`config.mk`:
```
export PLATFORM = sky130hd
export DESIGN_NAME = lsi_top
export DESIGN_NICKNAME = d
export VERILOG_FILES = /design/src/lsi_pkg.sv /design/src/lsi_tmr_if.sv /design/src/lsi_top.sv /design/src/lsi_step_timer.sv
export SDC_FILE = /design/constraint.sdc
export NUM_CORES = 1
export LEC_CHECK = 0
export BUFFER_PORTS_ARGS = -buffer_cell sky130_fd_sc_hd__buf_2
export CAP_MARGIN = 20
export CORE_MARGIN = 1.5
export CORE_UTILIZATION = 45
export DETAILED_ROUTE_END_ITERATION = 6
export PLACE_DENSITY = 0.68
export SETUP_SLACK_MARGIN = 0.3
export SLEW_MARGIN = 10
export SYNTH_ARGS = -nofsm -noshare
export SYNTH_HDL_FRONTEND = slang
export SYNTH_SLANG_ARGS = --single-unit
```
`constraint.sdc`:
```
create_clock -name clk -period 2.75 [get_ports clk]
set_clock_uncertainty 0.15 [all_clocks]
set_input_delay 0.1375 -clock clk [delete_from_list [all_inputs] [get_ports clk]]
set_output_delay 0.1375 -clock clk [all_outputs]
set_load 0.05 [all_outputs]
```
`src/lsi_pkg.sv`:
```
/*
 * Shared constants, types and helpers for the light sensor threshold
 * interrupt block: register offsets, field positions, reset values,
 * the step timing and the measurement state encoding.
 * Assumes a single 100 MHz clock and a 32-bit classic Wishbone port.
 */
package lsi_pkg;

    // ------------------------------
    // Timing
    // ------------------------------
    localparam int unsigned CLK_FREQ_MHZ = 100;
    localparam real         STEP_TIME_MS = 2.73;
    // One nominal integration or wait step in clock cycles (nearest).
    localparam int unsigned STEP_CYCLES  =
        $rtoi(STEP_TIME_MS * 1000.0 * CLK_FREQ_MHZ + 0.5);

    // ------------------------------
    // Widths
    // ------------------------------
    localparam int unsigned DATA_W  = 16;
    localparam int unsigned SET_W   = 8;
    localparam int unsigned STEPS_W = 9;
    localparam int unsigned GAIN_W  = 2;
    localparam int unsigned PERS_W  = 4;
    localparam int unsigned ADR_W   = 8;
    localparam int unsigned EVT_W   = 2;

    // ------------------------------
    // Register byte offsets
    // ------------------------------
    localparam logic [ADR_W-1:0] REG_CTRL      = 8'h00;
    localparam logic [ADR_W-1:0] REG_INTEG     = 8'h04;
    localparam logic [ADR_W-1:0] REG_WAIT      = 8'h08;
    localparam logic [ADR_W-1:0] REG_GAIN      = 8'h0c;
    localparam logic [ADR_W-1:0] REG_THR_LO    = 8'h10;
    localparam logic [ADR_W-1:0] REG_THR_HI    = 8'h14;
    localparam logic [ADR_W-1:0] REG_PERSIST   = 8'h18;
    localparam logic [ADR_W-1:0] REG_STATUS    = 8'h1c;
    localparam logic [ADR_W-1:0] REG_IRQ_MASK  = 8'h20;
    localparam logic [ADR_W-1:0] REG_BROADBAND = 8'h24;
    localparam logic [ADR_W-1:0] REG_INFRARED  = 8'h28;

    // ------------------------------
    // Field positions
    // ------------------------------
    localparam int unsigned CTRL_POWER   = 0;
    localparam int unsigned CTRL_MEASURE = 1;
    localparam int unsigned CTRL_WAIT    = 2;
    localparam int unsigned CTRL_INT_EN  = 3;
    localparam int unsigned CTRL_SLEEP   = 4;
    localparam int unsigned CTRL_W       = 5;
    localparam int unsigned STAT_THR     = 0;
    localparam int unsigned STAT_CONV    = 1;
    localparam int unsigned STAT_VALID   = 2;
    localparam int unsigned STAT_SLEEP   = 3;
    localparam int unsigned STAT_PIN     = 4;

    // ------------------------------
    // Reset values
    // ------------------------------
    localparam logic [CTRL_W-1:0] CTRL_RST    = 5'h00;
    localparam logic [SET_W-1:0]  INTEG_RST   = 8'hff;
    localparam logic [SET_W-1:0]  WAIT_RST    = 8'hff;
    localparam logic [GAIN_W-1:0] GAIN_RST    = 2'h0;
    localparam logic [DATA_W-1:0] THR_LO_RST  = 16'h0000;
    localparam logic [DATA_W-1:0] THR_HI_RST  = 16'hffff;
    localparam logic [PERS_W-1:0] PERSIST_RST = 4'h0;
    localparam logic [EVT_W-1:0]  EVT_RST     = 2'h0;
    localparam logic [DATA_W-1:0] RESULT_RST  = 16'h0000;

    // ------------------------------
    // Types and helpers
    // ------------------------------
    typedef enum logic [1:0] {
        ST_IDLE  = 2'b00,
        ST_INTEG = 2'b01,
        ST_WAIT  = 2'b10,
        ST_SLEEP = 2'b11
    } lsi_state_t;

    // Step count from a setting: all ones gives one step, zero gives 256.
    function automatic logic [STEPS_W-1:0] lsi_steps(input logic [SET_W-1:0] setting);
        return 9'h100 - {1'b0, setting};
    endfunction

    // Merge write data into a word under the byte enables.
    function automatic logic [31:0] lsi_merge(input logic [31:0] old_word,
                                              input logic [31:0] new_word,
                                              input logic [3:0]  sel);
        logic [31:0] res;
        res = old_word;
        for (int i = 0; i < 4; i++) begin
            if (sel[i]) begin
                res[i*8 +: 8] = new_word[i*8 +: 8];
            end
        end
        return res;
    endfunction

endpackage

```
`src/lsi_tmr_if.sv`:
```
/*
 * Interface between the measurement sequencer and its step timer.
 * Assumes both ends run on the same clock.
 */
interface lsi_tmr_if;
    import lsi_pkg::*;

    logic               start;
    logic               cancel;
    logic [STEPS_W-1:0] steps;
    logic               done;
    logic               busy;

    modport seq   (output start, output cancel, output steps, input done, input busy);
    modport timer (input start, input cancel, input steps, output done, output busy);
endinterface

```
`src/lsi_top.sv`:
```
/*
 * Digital side of a two-channel ambient light sensor: measurement
 * sequencer with integration and wait timing, result capture, threshold
 * compare with persistence filter, sticky interrupt status with mask and
 * an open-drain active-low interrupt pin, and a classic Wishbone slave.
 * Assumes the converter front end presents both channel counts, settled
 * and synchronous to clk, by the end of each integration period, and that
 * a serial bus front end turns host register traffic into Wishbone cycles.
 */

// Overview of operation
// RQ1: Both channels convert together; each result is up to 16 bits.
// RQ2: At end of conversion both results are copied into readable result registers.
// RQ3: Enabled threshold event drives a level interrupt held until host clears it.
// RQ4: Event when conversion is above upper or below lower threshold.
// RQ5: Interrupt only after programmed count of consecutive out-of-window conversions.
// RQ6: Interrupt pin is active low, open drain: pulled low or released.
// RQ7: Programmable wait between cycles, about 2.7 ms to over 8 seconds; the code stops at 256 steps of 2.73 ms, about 699 ms.
// RQ8: With sleep-after-interrupt selected, cycling stops once interrupt is asserted.
// RQ9: All register traffic arrives over a 400 kbit/s two-wire host link.
// RQ10: Host programs analog gain and integration time for each conversion.
// RQ11: Integration is 1 to 256 steps of 2.73 ms; all ones is one step.
// RQ12: Wait is 1 to 256 steps of 2.73 ms; all ones is one step.
// RQ13: Persistence counter clears on in-window result and on host interrupt clear.
// RQ14: Compare broadband channel unsigned against 16-bit upper and lower thresholds.
module lsi_top #(
    parameter int unsigned STEP_CYCLES = lsi_pkg::STEP_CYCLES,
    parameter int unsigned DATA_W      = lsi_pkg::DATA_W
) (
    input  wire logic                        clk,
    input  wire logic                        sys_rst,
    input  wire logic                        wb_cyc,
    input  wire logic                        wb_stb,
    input  wire logic                        wb_we,
    input  wire logic [3:0]                  wb_sel,
    input  wire logic [lsi_pkg::ADR_W-1:0]   wb_adr,
    input  wire logic [31:0]                 wb_wdata,
    output logic      [31:0]                 wb_rdata,
    output logic                             wb_ack,
    input  wire logic [DATA_W-1:0]           broadband_channel,
    input  wire logic [DATA_W-1:0]           infrared_channel,
    output logic                             adc_integrate,
    output logic      [lsi_pkg::GAIN_W-1:0]  analog_gain_setting,
    input  wire logic                        irq_n_in,
    output logic                             irq_n_out,
    output logic                             irq_n_oe
);
    import lsi_pkg::*;

    // ------------------------------
    // Declarations
    // ------------------------------
    lsi_tmr_if tmr ();

    lsi_state_t         state_reg;
    lsi_state_t         state_next;
    logic [CTRL_W-1:0]  ctrl_reg;
    logic [SET_W-1:0]   integ_time_reg;
    logic [SET_W-1:0]   wait_time_reg;
    logic [GAIN_W-1:0]  gain_reg;
    logic [DATA_W-1:0]  thr_lo_reg;
    logic [DATA_W-1:0]  thr_hi_reg;
    logic [PERS_W-1:0]  persist_reg;
    logic [PERS_W-1:0]  pers_cnt_reg;
    logic [EVT_W-1:0]   status_reg;
    logic [EVT_W-1:0]   mask_reg;
    logic [DATA_W-1:0]  broadband_reg;
    logic [DATA_W-1:0]  infrared_reg;
    logic               valid_reg;
    logic               ack_reg;
    logic [31:0]        rdata_reg;

    logic               run;
    logic               conv_end;
    logic               outside;
    logic               pers_hit;
    logic               thr_set;
    logic [PERS_W-1:0]  pers_need;
    logic               wr_en;
    logic [ADR_W-1:0]   word_adr;
    logic [EVT_W-1:0]   evt_set;
    logic [EVT_W-1:0]   evt_clr;
    logic               host_clr_thr;

    // ------------------------------
    // Step timer
    // ------------------------------
    lsi_step_timer #(
        .STEP_CYCLES (STEP_CYCLES)
    ) u_timer (
        .clk     (clk),
        .sys_rst (sys_rst),
        .tmr     (tmr)
    );

    // ------------------------------
    // Measurement sequencer
    // ------------------------------
    assign run = ctrl_reg[CTRL_POWER] && ctrl_reg[CTRL_MEASURE];

    // A conversion ends when the integration timer expires while running.
    assign conv_end = (state_reg == ST_INTEG) && tmr.done && run; // RQ1

    // Next state and timer starts; dropping power or measure cancels at once.
    always_comb begin
        state_next = state_reg;
        tmr.start  = 1'b0;
        tmr.cancel = !run;
        tmr.steps  = lsi_steps(integ_time_reg); // RQ11
        unique case (state_reg)
            ST_IDLE: begin
                if (run) begin
                    state_next = ST_INTEG;
                    tmr.start  = 1'b1;
                end
            end
            ST_INTEG: begin
                if (!run) begin
                    state_next = ST_IDLE;
                end else if (tmr.done) begin
                    if (thr_set && ctrl_reg[CTRL_SLEEP]) begin
                        state_next = ST_SLEEP; // RQ8
                    end else if (ctrl_reg[CTRL_WAIT]) begin
                        state_next = ST_WAIT;
                        tmr.start  = 1'b1;
                        tmr.steps  = lsi_steps(wait_time_reg); // RQ7 RQ12
                    end else begin
                        tmr.start  = 1'b1;
                    end
                end
            end
            ST_WAIT: begin
                if (!run) begin
                    state_next = ST_IDLE;
                end else if (tmr.done) begin
                    state_next = ST_INTEG;
                    tmr.start  = 1'b1;
                end
            end
            ST_SLEEP: begin
                // Stays asleep until the host clears the threshold flag or drops power or measure.
                if (!run || !status_reg[STAT_THR]) begin
                    state_next = ST_IDLE; // RQ8
                end
            end
        endcase
    end

    // State register.
    always_ff @(posedge clk) begin
        if (sys_rst) begin
            state_reg <= ST_IDLE;
        end else begin
            state_reg <= state_next;
        end
    end

    // The front end integrates while in the integration state.
    assign adc_integrate       = (state_reg == ST_INTEG);
    assign analog_gain_setting = gain_reg; // RQ10

    // ------------------------------
    // Result capture
    // ------------------------------
    // Both channels are taken in the same cycle so they form one pair.
    always_ff @(posedge clk) begin
        if (sys_rst) begin
            broadband_reg <= RESULT_RST;
            infrared_reg  <= RESULT_RST;
            valid_reg     <= 1'b0;
        end else if (conv_end) begin
            broadband_reg <= broadband_channel; // RQ2
            infrared_reg  <= infrared_channel; // RQ2
            valid_reg     <= 1'b1;
        end
    end

    // ------------------------------
    // Threshold compare and persistence filter
    // ------------------------------
    // Unsigned compare of the fresh broadband count against the window.
    assign outside   = (broadband_channel > thr_hi_reg) ||
                       (broadband_channel < thr_lo_reg); // RQ4 RQ14
    // A persistence setting of zero behaves as one.
    assign pers_need = (persist_reg == '0) ? 4'h1 : persist_reg;
    assign pers_hit  = outside && ((pers_cnt_reg == '1) ||
                       (pers_cnt_reg + 4'h1 >= pers_need)); // RQ5
    assign thr_set   = conv_end && pers_hit && ctrl_reg[CTRL_INT_EN]; // RQ3

    // Consecutive out-of-window counter, saturating.
    always_ff @(posedge clk) begin
        if (sys_rst) begin
            pers_cnt_reg <= '0;
        end else if (host_clr_thr || (conv_end && !outside)) begin
            pers_cnt_reg <= '0; // RQ13
        end else if (conv_end && (pers_cnt_reg != '1)) begin
            pers_cnt_reg <= pers_cnt_reg + 4'h1; // RQ5
        end
    end

    // ------------------------------
    // Interrupt status, mask and pin
    // ------------------------------
    assign evt_set      = {conv_end, thr_set};
    assign evt_clr      = (wr_en && (word_adr == REG_STATUS) && wb_sel[0]) ?
                          wb_wdata[EVT_W-1:0] : '0;
    assign host_clr_thr = evt_clr[STAT_THR];

    // Sticky flags; a new event in the clearing cycle wins.
    always_ff @(posedge clk) begin
        if (sys_rst) begin
            status_reg <= EVT_RST;
        end else begin
            status_reg <= (status_reg & ~evt_clr) | evt_set; // RQ3
        end
    end

    // Pin is only ever pulled low; released otherwise.
    assign irq_n_out = 1'b0; // RQ6
    assign irq_n_oe  = |(status_reg & mask_reg); // RQ3 RQ6

    // ------------------------------
    // Wishbone slave
    // ------------------------------
    // Register traffic from the serial host link arrives as these cycles.
    assign word_adr = {wb_adr[ADR_W-1:2], 2'b00}; // RQ9
    assign wr_en    = wb_cyc && wb_stb && wb_we && ack_reg;
    assign wb_ack   = ack_reg;
    assign wb_rdata = rdata_reg;

    // Acknowledge one cycle after the request; drop it the cycle after.
    always_ff @(posedge clk) begin
        if (sys_rst) begin
            ack_reg <= 1'b0;
        end else begin
            ack_reg <= wb_cyc && wb_stb && !ack_reg;
        end
    end

    // Writes take effect on the edge where the acknowledge is sampled.
    always_ff @(posedge clk) begin
        if (sys_rst) begin
            ctrl_reg       <= CTRL_RST;
            integ_time_reg <= INTEG_RST;
            wait_time_reg  <= WAIT_RST;
            gain_reg       <= GAIN_RST;
            thr_lo_reg     <= THR_LO_RST;
            thr_hi_reg     <= THR_HI_RST;
            persist_reg    <= PERSIST_RST;
            mask_reg       <= EVT_RST;
        end else if (wr_en) begin
            case (word_adr)
                REG_CTRL: begin
                    ctrl_reg <= CTRL_W'(lsi_merge(32'(ctrl_reg), wb_wdata, wb_sel));
                end
                REG_INTEG: begin
                    integ_time_reg <= SET_W'(lsi_merge(32'(integ_time_reg), wb_wdata,
                                                       wb_sel)); // RQ10
                end
                REG_WAIT: begin
                    wait_time_reg <= SET_W'(lsi_merge(32'(wait_time_reg), wb_wdata, wb_sel));
                end
                REG_GAIN: begin
                    gain_reg <= GAIN_W'(lsi_merge(32'(gain_reg), wb_wdata, wb_sel)); // RQ10
                end
                REG_THR_LO: begin
                    thr_lo_reg <= DATA_W'(lsi_merge(32'(thr_lo_reg), wb_wdata, wb_sel));
                end
                REG_THR_HI: begin
                    thr_hi_reg <= DATA_W'(lsi_merge(32'(thr_hi_reg), wb_wdata, wb_sel));
                end
                REG_PERSIST: begin
                    persist_reg <= PERS_W'(lsi_merge(32'(persist_reg), wb_wdata, wb_sel));
                end
                REG_IRQ_MASK: begin
                    mask_reg <= EVT_W'(lsi_merge(32'(mask_reg), wb_wdata, wb_sel));
                end
                default: begin
                end
            endcase
        end
    end

    // Read data is loaded with the acknowledge; unmapped words read zero.
    always_ff @(posedge clk) begin
        if (sys_rst) begin
            rdata_reg <= '0;
        end else if (wb_cyc && wb_stb && !wb_we && !ack_reg) begin
            case (word_adr)
                REG_CTRL:      rdata_reg <= 32'(ctrl_reg);
                REG_INTEG:     rdata_reg <= 32'(integ_time_reg);
                REG_WAIT:      rdata_reg <= 32'(wait_time_reg);
                REG_GAIN:      rdata_reg <= 32'(gain_reg);
                REG_THR_LO:    rdata_reg <= 32'(thr_lo_reg);
                REG_THR_HI:    rdata_reg <= 32'(thr_hi_reg);
                REG_PERSIST:   rdata_reg <= 32'(persist_reg);
                REG_STATUS: begin
                    rdata_reg                 <= 32'(status_reg);
                    rdata_reg[STAT_VALID]     <= valid_reg;
                    rdata_reg[STAT_SLEEP]     <= (state_reg == ST_SLEEP);
                    rdata_reg[STAT_PIN]       <= irq_n_in;
                end
                REG_IRQ_MASK:  rdata_reg <= 32'(mask_reg);
                REG_BROADBAND: rdata_reg <= 32'(broadband_reg); // RQ2
                REG_INFRARED:  rdata_reg <= 32'(infrared_reg); // RQ2
                default:       rdata_reg <= '0;
            endcase
        end
    end

endmodule

```
`src/lsi_step_timer.sv`:
```
/*
 * Step timer: counts a given number of steps of STEP_CYCLES clocks each
 * and pulses done once after the last one.
 * Assumes STEP_CYCLES is at least 2 and start is a one-cycle pulse.
 */
module lsi_step_timer #(
    parameter int unsigned STEP_CYCLES = lsi_pkg::STEP_CYCLES
) (
    input  wire logic  clk,
    input  wire logic  sys_rst,
    lsi_tmr_if.timer   tmr
);
    import lsi_pkg::*;

    localparam int unsigned       CYC_W   = $clog2(STEP_CYCLES);
    localparam logic [CYC_W-1:0]  CYC_MAX = CYC_W'(STEP_CYCLES - 1);

    logic [CYC_W-1:0]   cyc_reg;
    logic [STEPS_W-1:0] steps_reg;
    logic               busy_reg;
    logic               done_reg;
    logic               last_cycle;

    assign last_cycle = busy_reg && (cyc_reg == '0) && (steps_reg == 9'h001);
    assign tmr.busy   = busy_reg;
    assign tmr.done   = done_reg;

    // ------------------------------
    // Step and cycle counting
    // ------------------------------
    // A new start reloads the counters, so a restart never merges with an old run.
    always_ff @(posedge clk) begin
        if (sys_rst || tmr.cancel) begin
            busy_reg  <= 1'b0;
            cyc_reg   <= '0;
            steps_reg <= '0;
        end else if (tmr.start) begin
            busy_reg  <= 1'b1;
            cyc_reg   <= CYC_MAX;
            steps_reg <= tmr.steps;
        end else if (busy_reg) begin
            if (cyc_reg != '0) begin
                cyc_reg <= cyc_reg - 1'b1;
            end else if (steps_reg == 9'h001) begin
                busy_reg <= 1'b0;
            end else begin
                steps_reg <= steps_reg - 1'b1;
                cyc_reg   <= CYC_MAX;
            end
        end
    end

    // Done pulses for one cycle after the last cycle of the last step.
    always_ff @(posedge clk) begin
        if (sys_rst) begin
            done_reg <= 1'b0;
        end else begin
            done_reg <= last_cycle && !tmr.start && !tmr.cancel;
        end
    end

endmodule

```
==> metrics.txt, run 1 <==
crit path DAT 3050 ps; HPWL Detailed 15,300 um; synthesized flop and latch total 149; Ys Warns 0; Pre-Repair DR Iteration Count 5; post-place instance area 8855 sq um; Die X 135.9 um; total CTS buffers 17; GPL Wtd Cong 0.8808; worst reg-to-reg setup slack -90 ps; CTS clk-pin slew, worst paths 70 ps; final instance area 10,430 sq um; Clk Latency, worst-skew pair 440 ps; crit share post-route 1.034; DRT antenna net count 0; Cell Pwr Density 495.8 nW/um^2; Mapped Cells 973; max reg flops 19; port bufs 82; WS Path Type reg2reg; Vias/cell 5.514; max capacitance violation total 0; CTS tree built; CTS max path bufs 2; crit-path cells inv_2, ha_4, nand4_1, a2111oi_4, a211oi_2, buf_4, o32ai_4, a2111oi_4, buf_4, buf_6, buf_6, a211oi_2; pre-CTS setup slack -151.4 ps; Final Power 5.171 mW; largest net degree at the start of global routing 43; TNS Setup -1383 ps; crit path launch type flop; First DRT Iteration DRCs 500; Post-synth top flop dfxtp_1; Yosys cell types 65; antenna violations before repair 1; CP peak stage delay 390 ps; worst slew pin tran 784.1 ps; GRT Resource Usage Total 0.2489; Max Slew Vio Count 0; final wirelength 22,700 um; Met1 Wirelength 9640 um; share of layout cells above drive strength 1 0.2182; max frequency 0.3515 GHz; die area 18,460 sq um; Ports 120; EDFF count, synth 0; Root Buffer clkbuf_16; initial core utilization 0.4594; RSZ-0062 raised after global routing yes; Netlist Area Pre-Place 7946 sq um; failing checks setup timing; Worst setup EP type flop; met2 wire length 11,060 um; die height 135.9 um; Setup-failing EPs final 30; Syn-to-layout area delta 31.25%; post-DR wirelength/cell 16.55 um; hold violation count in the final report 0; grt ovf 0; vias in the first global route 7,266; H-tree depth 4; final core utilization 0.6030; Final #Nets 1,262; Syn Area/Cell 8.167 sq um; CP max stage cell a2111oi_4; final setup margin -94.84 ps; total vias in the final route 7,565; metal3 WL 1407 um; Tightest Hold Check Type in2reg; row cnt 48; Top Layer Used met4; min Tclk post-route 2845 ps; status complete, but fails checks; DR DRC count 0; worst path required time 2950 ps; Core Region 17,300 sq um; clk sinks 149; async set-reset flop share out of synthesis 0; leak pwr 4.196 nW; VDD IR-drop max 464.3 uV; CP max FO 5; first-pass GRT wire length 35,910 um; slew margin rel. 0.4753; sequential area share after synthesis 0.3754
routing by layer:
| layer | global-route usage | vias up |
|---|---|---|
| met1 | 0.3057 | 3579 |
| met4 | 0.1005 | 0 |
| met3 | 0.05705 | 46 |
| met5 | 0 | - |
| li1 | - | 3712 |
| met2 | 0.4210 | 228 |
cell usage after synthesis, types with 4 or more instances:
cell,count,area share
clkbuf_1,44,0.021
nor2b_1,4,0.0031
ha_1,47,0.074
buf_1,4,0.0019
nand3_1,39,0.025
a311o_1,9,0.011
nor3_1,12,0.0076
mux2i_1,36,0.045
a21oi_1,111,0.070
inv_1,54,0.026
a211oi_1,9,0.0085
or3_1,7,0.0055
dfxtp_1,149,0.38
mux4_2,6,0.017
xnor2_1,26,0.029
o21ai_0,18,0.011
nand2b_1,6,0.0047
a22oi_1,10,0.0094
buf_2,5,0.0031
a222oi_1,11,0.014
buf_4,17,0.016
or4_1,6,0.0057
nor4_1,10,0.0079
nor4b_1,4,0.0044
nand2_1,150,0.071
nand4_1,11,0.0087
a22o_1,5,0.0055
xor2_1,7,0.0077
nor2_1,94,0.044
o211ai_1,14,0.013
critical path, delay by kind of cell, from the launching register on:
family	cells	cell delay, ps
and+or+nand+nor	1	220
AOI/OAI and AO/OA	5	1170
DFF	1	340
adders and majority gates	1	260
buffers and inverters	5	600
path summary, 6_finish.rpt:
path	from	end	cells past startpoint
setup reg to reg	thr_hi_reg[14]	u_timer.steps_reg[8]	12
setup / recovery	thr_hi_reg[14]	u_timer.steps_reg[8]	12
hold / removal	wb_adr[5]	mask_reg[1]	5
hold reg to reg	infrared_reg[8]	infrared_reg[8]	2
layout by cell type, fill, tap and decap left out, drive strengths merged, types with 3 or more instances in the layout:
master / n
a211oi: 10
nor4: 10
nor3: 13
and3: 3
and2: 4
nand2: 150
or3: 7
a31oi: 3
nand4: 11
clkbuf: 17
a21oi: 111
a2111oi: 4
dlygate4sd3: 51
o211ai: 14
conb: 17
a22o: 5
nor4b: 5
a311o: 9
mux4: 6
inv: 64
xnor2: 26
dfxtp: 149
nor2b: 4
mux2i: 36
a222oi: 11
or4: 7
a22oi: 10
bufinv: 4
ha: 47
nor2: 95
buf: 144
nand3: 39
nand2b: 7
xor2: 7
o21ai: 19
power by group:
part	switching, mW	total, mW	internal, mW
combinational	0.241	0.400	0.159
clock	1.04	2.61	1.56
sequential	0.00369	2.16	2.16
stage by stage:
step / cells / hold slack [ps]
CTS: 1368 / 71.00
global route: 1371 / 155.8
floorplan: 989 / 111.5
global placement: 1275 / 233.6
detailed placement: 1275 / 232.1
finish: 1372 / 85.94
cell families after synthesis:
logic type,count (synthesis),share of synthesized area
buf+inv,125,0.06786
compound gates,213,0.1759
xor+xnor,33,0.03637
mux,42,0.06235
flops,149,0.3754
fa+ha+maj,47,0.07400
other cells,1,0.0004719
simple gates,363,0.2077
final cells by class:
cell class / count / area [sq um]
Multi-Input combinational cell: 715 / 4813
Clock buffer: 17 / 425.4
Antenna cell: 1 / 2.502
Sequential cell: 149 / 2999
Fill cell: 1505 / 6867
Inverter: 55 / 206.4
Clock inverter: 15 / 231.5
Timing Repair Buffer: 195 / 1470
Tap cell: 225 / 281.5
repair_timing:
item,CTS,global route
resized for setup,46,16
gates cloned,2,0
endpoints found under the setup margin,32,36
setup buffers,8,3
hold endpoints to repair,95,0
hold buffers,51,0
pin swaps,18,12
Power figures use the tool's default switching activity.
==> inputs of run 2 (changes only) <==
--- a/config.mk
+++ b/config.mk
@@ -10,7 +10,7 @@
 export CORE_MARGIN = 1.5
 export CORE_UTILIZATION = 45
 export DETAILED_ROUTE_END_ITERATION = 6
-export PLACE_DENSITY = 0.68
+export PLACE_DENSITY = 0.65
 export SETUP_SLACK_MARGIN = 0.3
 export SLEW_MARGIN = 10
 export SYNTH_ARGS = -nofsm -noshare
==> constraint.sdc (replaced) <==
create_clock -name clk -period 2.8 [get_ports clk]
set_clock_uncertainty 0.15 [all_clocks]
set_input_delay 0.14 -clock clk [delete_from_list [all_inputs] [get_ports clk]]
set_output_delay 0.14 -clock clk [all_outputs]
set_load 0.05 [all_outputs]
==> metrics.txt, run 2 (synthesis results as in run 1) <==
status finished clean; Vias/cell 5.561 (+0.86%); First DRT Iteration DRCs 604 (+21%); max capacitance violation total 0 (unchanged); leading cell types in the layout, fill and taps excluded 150 x nand2_1, 133 x dfxtp_1, 103 x a21oi_1, 92 x nor2_1, 82 x buf_2; post-DR wirelength/cell 16.37 um (-1.0%); CTS clk-pin slew, worst paths 70 ps (about the same); port bufs 82 (unchanged); crit share post-route 0.9877 (-0.04679); clk sinks 149 (unchanged); Clk Latency, worst-skew pair 430 ps (about the same); Root Buffer clkbuf_16; DRT antenna net count 0 (unchanged); Core Region 17,300 sq um (unchanged); total vias in the final route 7,608 (+0.57%); max reg flops 19 (unchanged); grt ovf 0 (unchanged); crit path launch type flop; CTS max path bufs 2 (unchanged); Diodes inserted 0 (-1); CTS tree built; vias in the first global route 7,166 (-1.4%); Die X 135.9 um (unchanged); Setup-failing EPs final 0 (-100%); Final #Nets 1,259 (-0.24%); row cnt 48 (unchanged); min Tclk post-route 2766 ps (-79.29 ps); H-tree depth 4 (unchanged); hold violation count in the final report 0 (unchanged); max frequency 0.3616 GHz (+2.9%); final wirelength 22,400 um (-1.3%); initial core utilization 0.4594 (unchanged); DR DRC count 0 (unchanged); VDD IR-drop max 461.1 uV (-0.69%); share of layout cells above drive strength 1 0.2345 (+0.01632); worst slew pin tran 735.2 ps (-48.91 ps); die height 135.9 um (unchanged); TNS Setup 0 ps (+1383 ps); final setup margin 34.45 ps (+129.3 ps); GRT Resource Usage Total 0.2500 (+0.001072); Worst setup EP type flop; pre-CTS setup slack -162.9 ps (-11.55 ps); Cell Count, Final, Fillers Out 1,368 (-0.29%); GPL Wtd Cong 0.8921 (+1.3%); WS Path Type reg2reg; most common cell after layout, fill and taps aside nand2_1; total CTS buffers 17 (unchanged); Placed Cells incl. Taps 1,272 (-0.24%); RSZ-0062 raised after global routing yes; Syn-to-layout area delta 31.13% (about the same); Ports 120 (unchanged); slew margin rel. 0.5080 (+0.03273); antenna violations before repair 0 (-1); smallest hold slack 114.3 ps (+28.35 ps); HPWL Detailed 15,250 um (-0.36%); Tightest Hold Check Type in2reg; Pre-Repair DR Iteration Count 5 (unchanged); Final Power 4.908 mW (-5.1%); Max Slew Vio Count 0 (unchanged); largest net degree at the start of global routing 47 (+9.3%); die area 18,460 sq um (unchanged); crit path DAT 2920 ps (-130 ps); worst path required time 2950 ps (about the same); Cell Pwr Density 471.0 nW/um^2 (-5.0%); first-pass GRT wire length 36,110 um (+0.58%); CP max FO 7 (+2); leak pwr 4.138 nW (-1.4%)
run 2: cell count changes in the layout (fill, tap and decap cells not counted), sizes merged, moves of 2 or more:
| cell | delta |
|---|---|
| dlygate4sd3 | +2 |
| inv | -8 |
| buf | -5 |
| clkinv | +7 |
run 2: routing by layer:
layer,track usage,wire length [um],vias to the layer above
li1,-,-,3713
met1,0.3150,9867,3633
met2,0.4306,10870,224
met3,0.04176,1182,38
met4,0.08924,482,0
met5,0,0,-
run 2: power breakdown:
part           internal [mW]  switching, mW  total, mW
sequential              2.12        0.00333       2.12
clock                   1.43          0.961       2.39
combinational          0.153          0.236      0.389
total                   3.71           1.20       4.91
run 2: timing repair:
action                     4_1_cts  5_1_grt
cloned                           1        0
buffers inserted                10        0
pin swaps                       30        1
setup endpoints to repair       36       36
resized for setup               59       18
hold endpoints to repair        93        0
hold buffers                    53        0
run 2: final timing paths:
kind	slack, ps	depth (start not counted)	endpoint	from
hold / removal	110	5	mask_reg[0]	wb_adr[5]
setup reg to reg	30	11	u_timer.steps_reg[3]	thr_hi_reg[9]
setup / recovery	30	11	u_timer.steps_reg[3]	thr_hi_reg[9]
hold reg to reg	310	2	infrared_reg[6]	infrared_reg[6]
run 2: critical path: stages, from the launching register on:
cell and delay [ps]:
dfxtp_2 340, inv_2 50, ha_4 260, nand4_1 230, nor4_1 340, buf_4 170, nand2b_4 120, o32ai_4 120
a2111oi_4 430, buf_4 250, buf_4 130, a211oi_2 50
run 2: area by class of cell:
class | count | area [sq um]
sequential | 149 | 3005
fill | 1532 | 6877
timing repair buffer | 192 | 1421
clock inverter | 14 | 177.7
multi-input combinational | 715 | 4888
inverter | 55 | 206.4
clock buffer | 18 | 439.2
tap | 225 | 281.5
run 2: through the flow:
stage	utilization	area, sq um
floorplan	-	8098
global route	0.6024	10420
CTS	0.5977	10340
global placement	0.5109	8837
finish	0.6024	10420
detailed placement	0.5109	8837
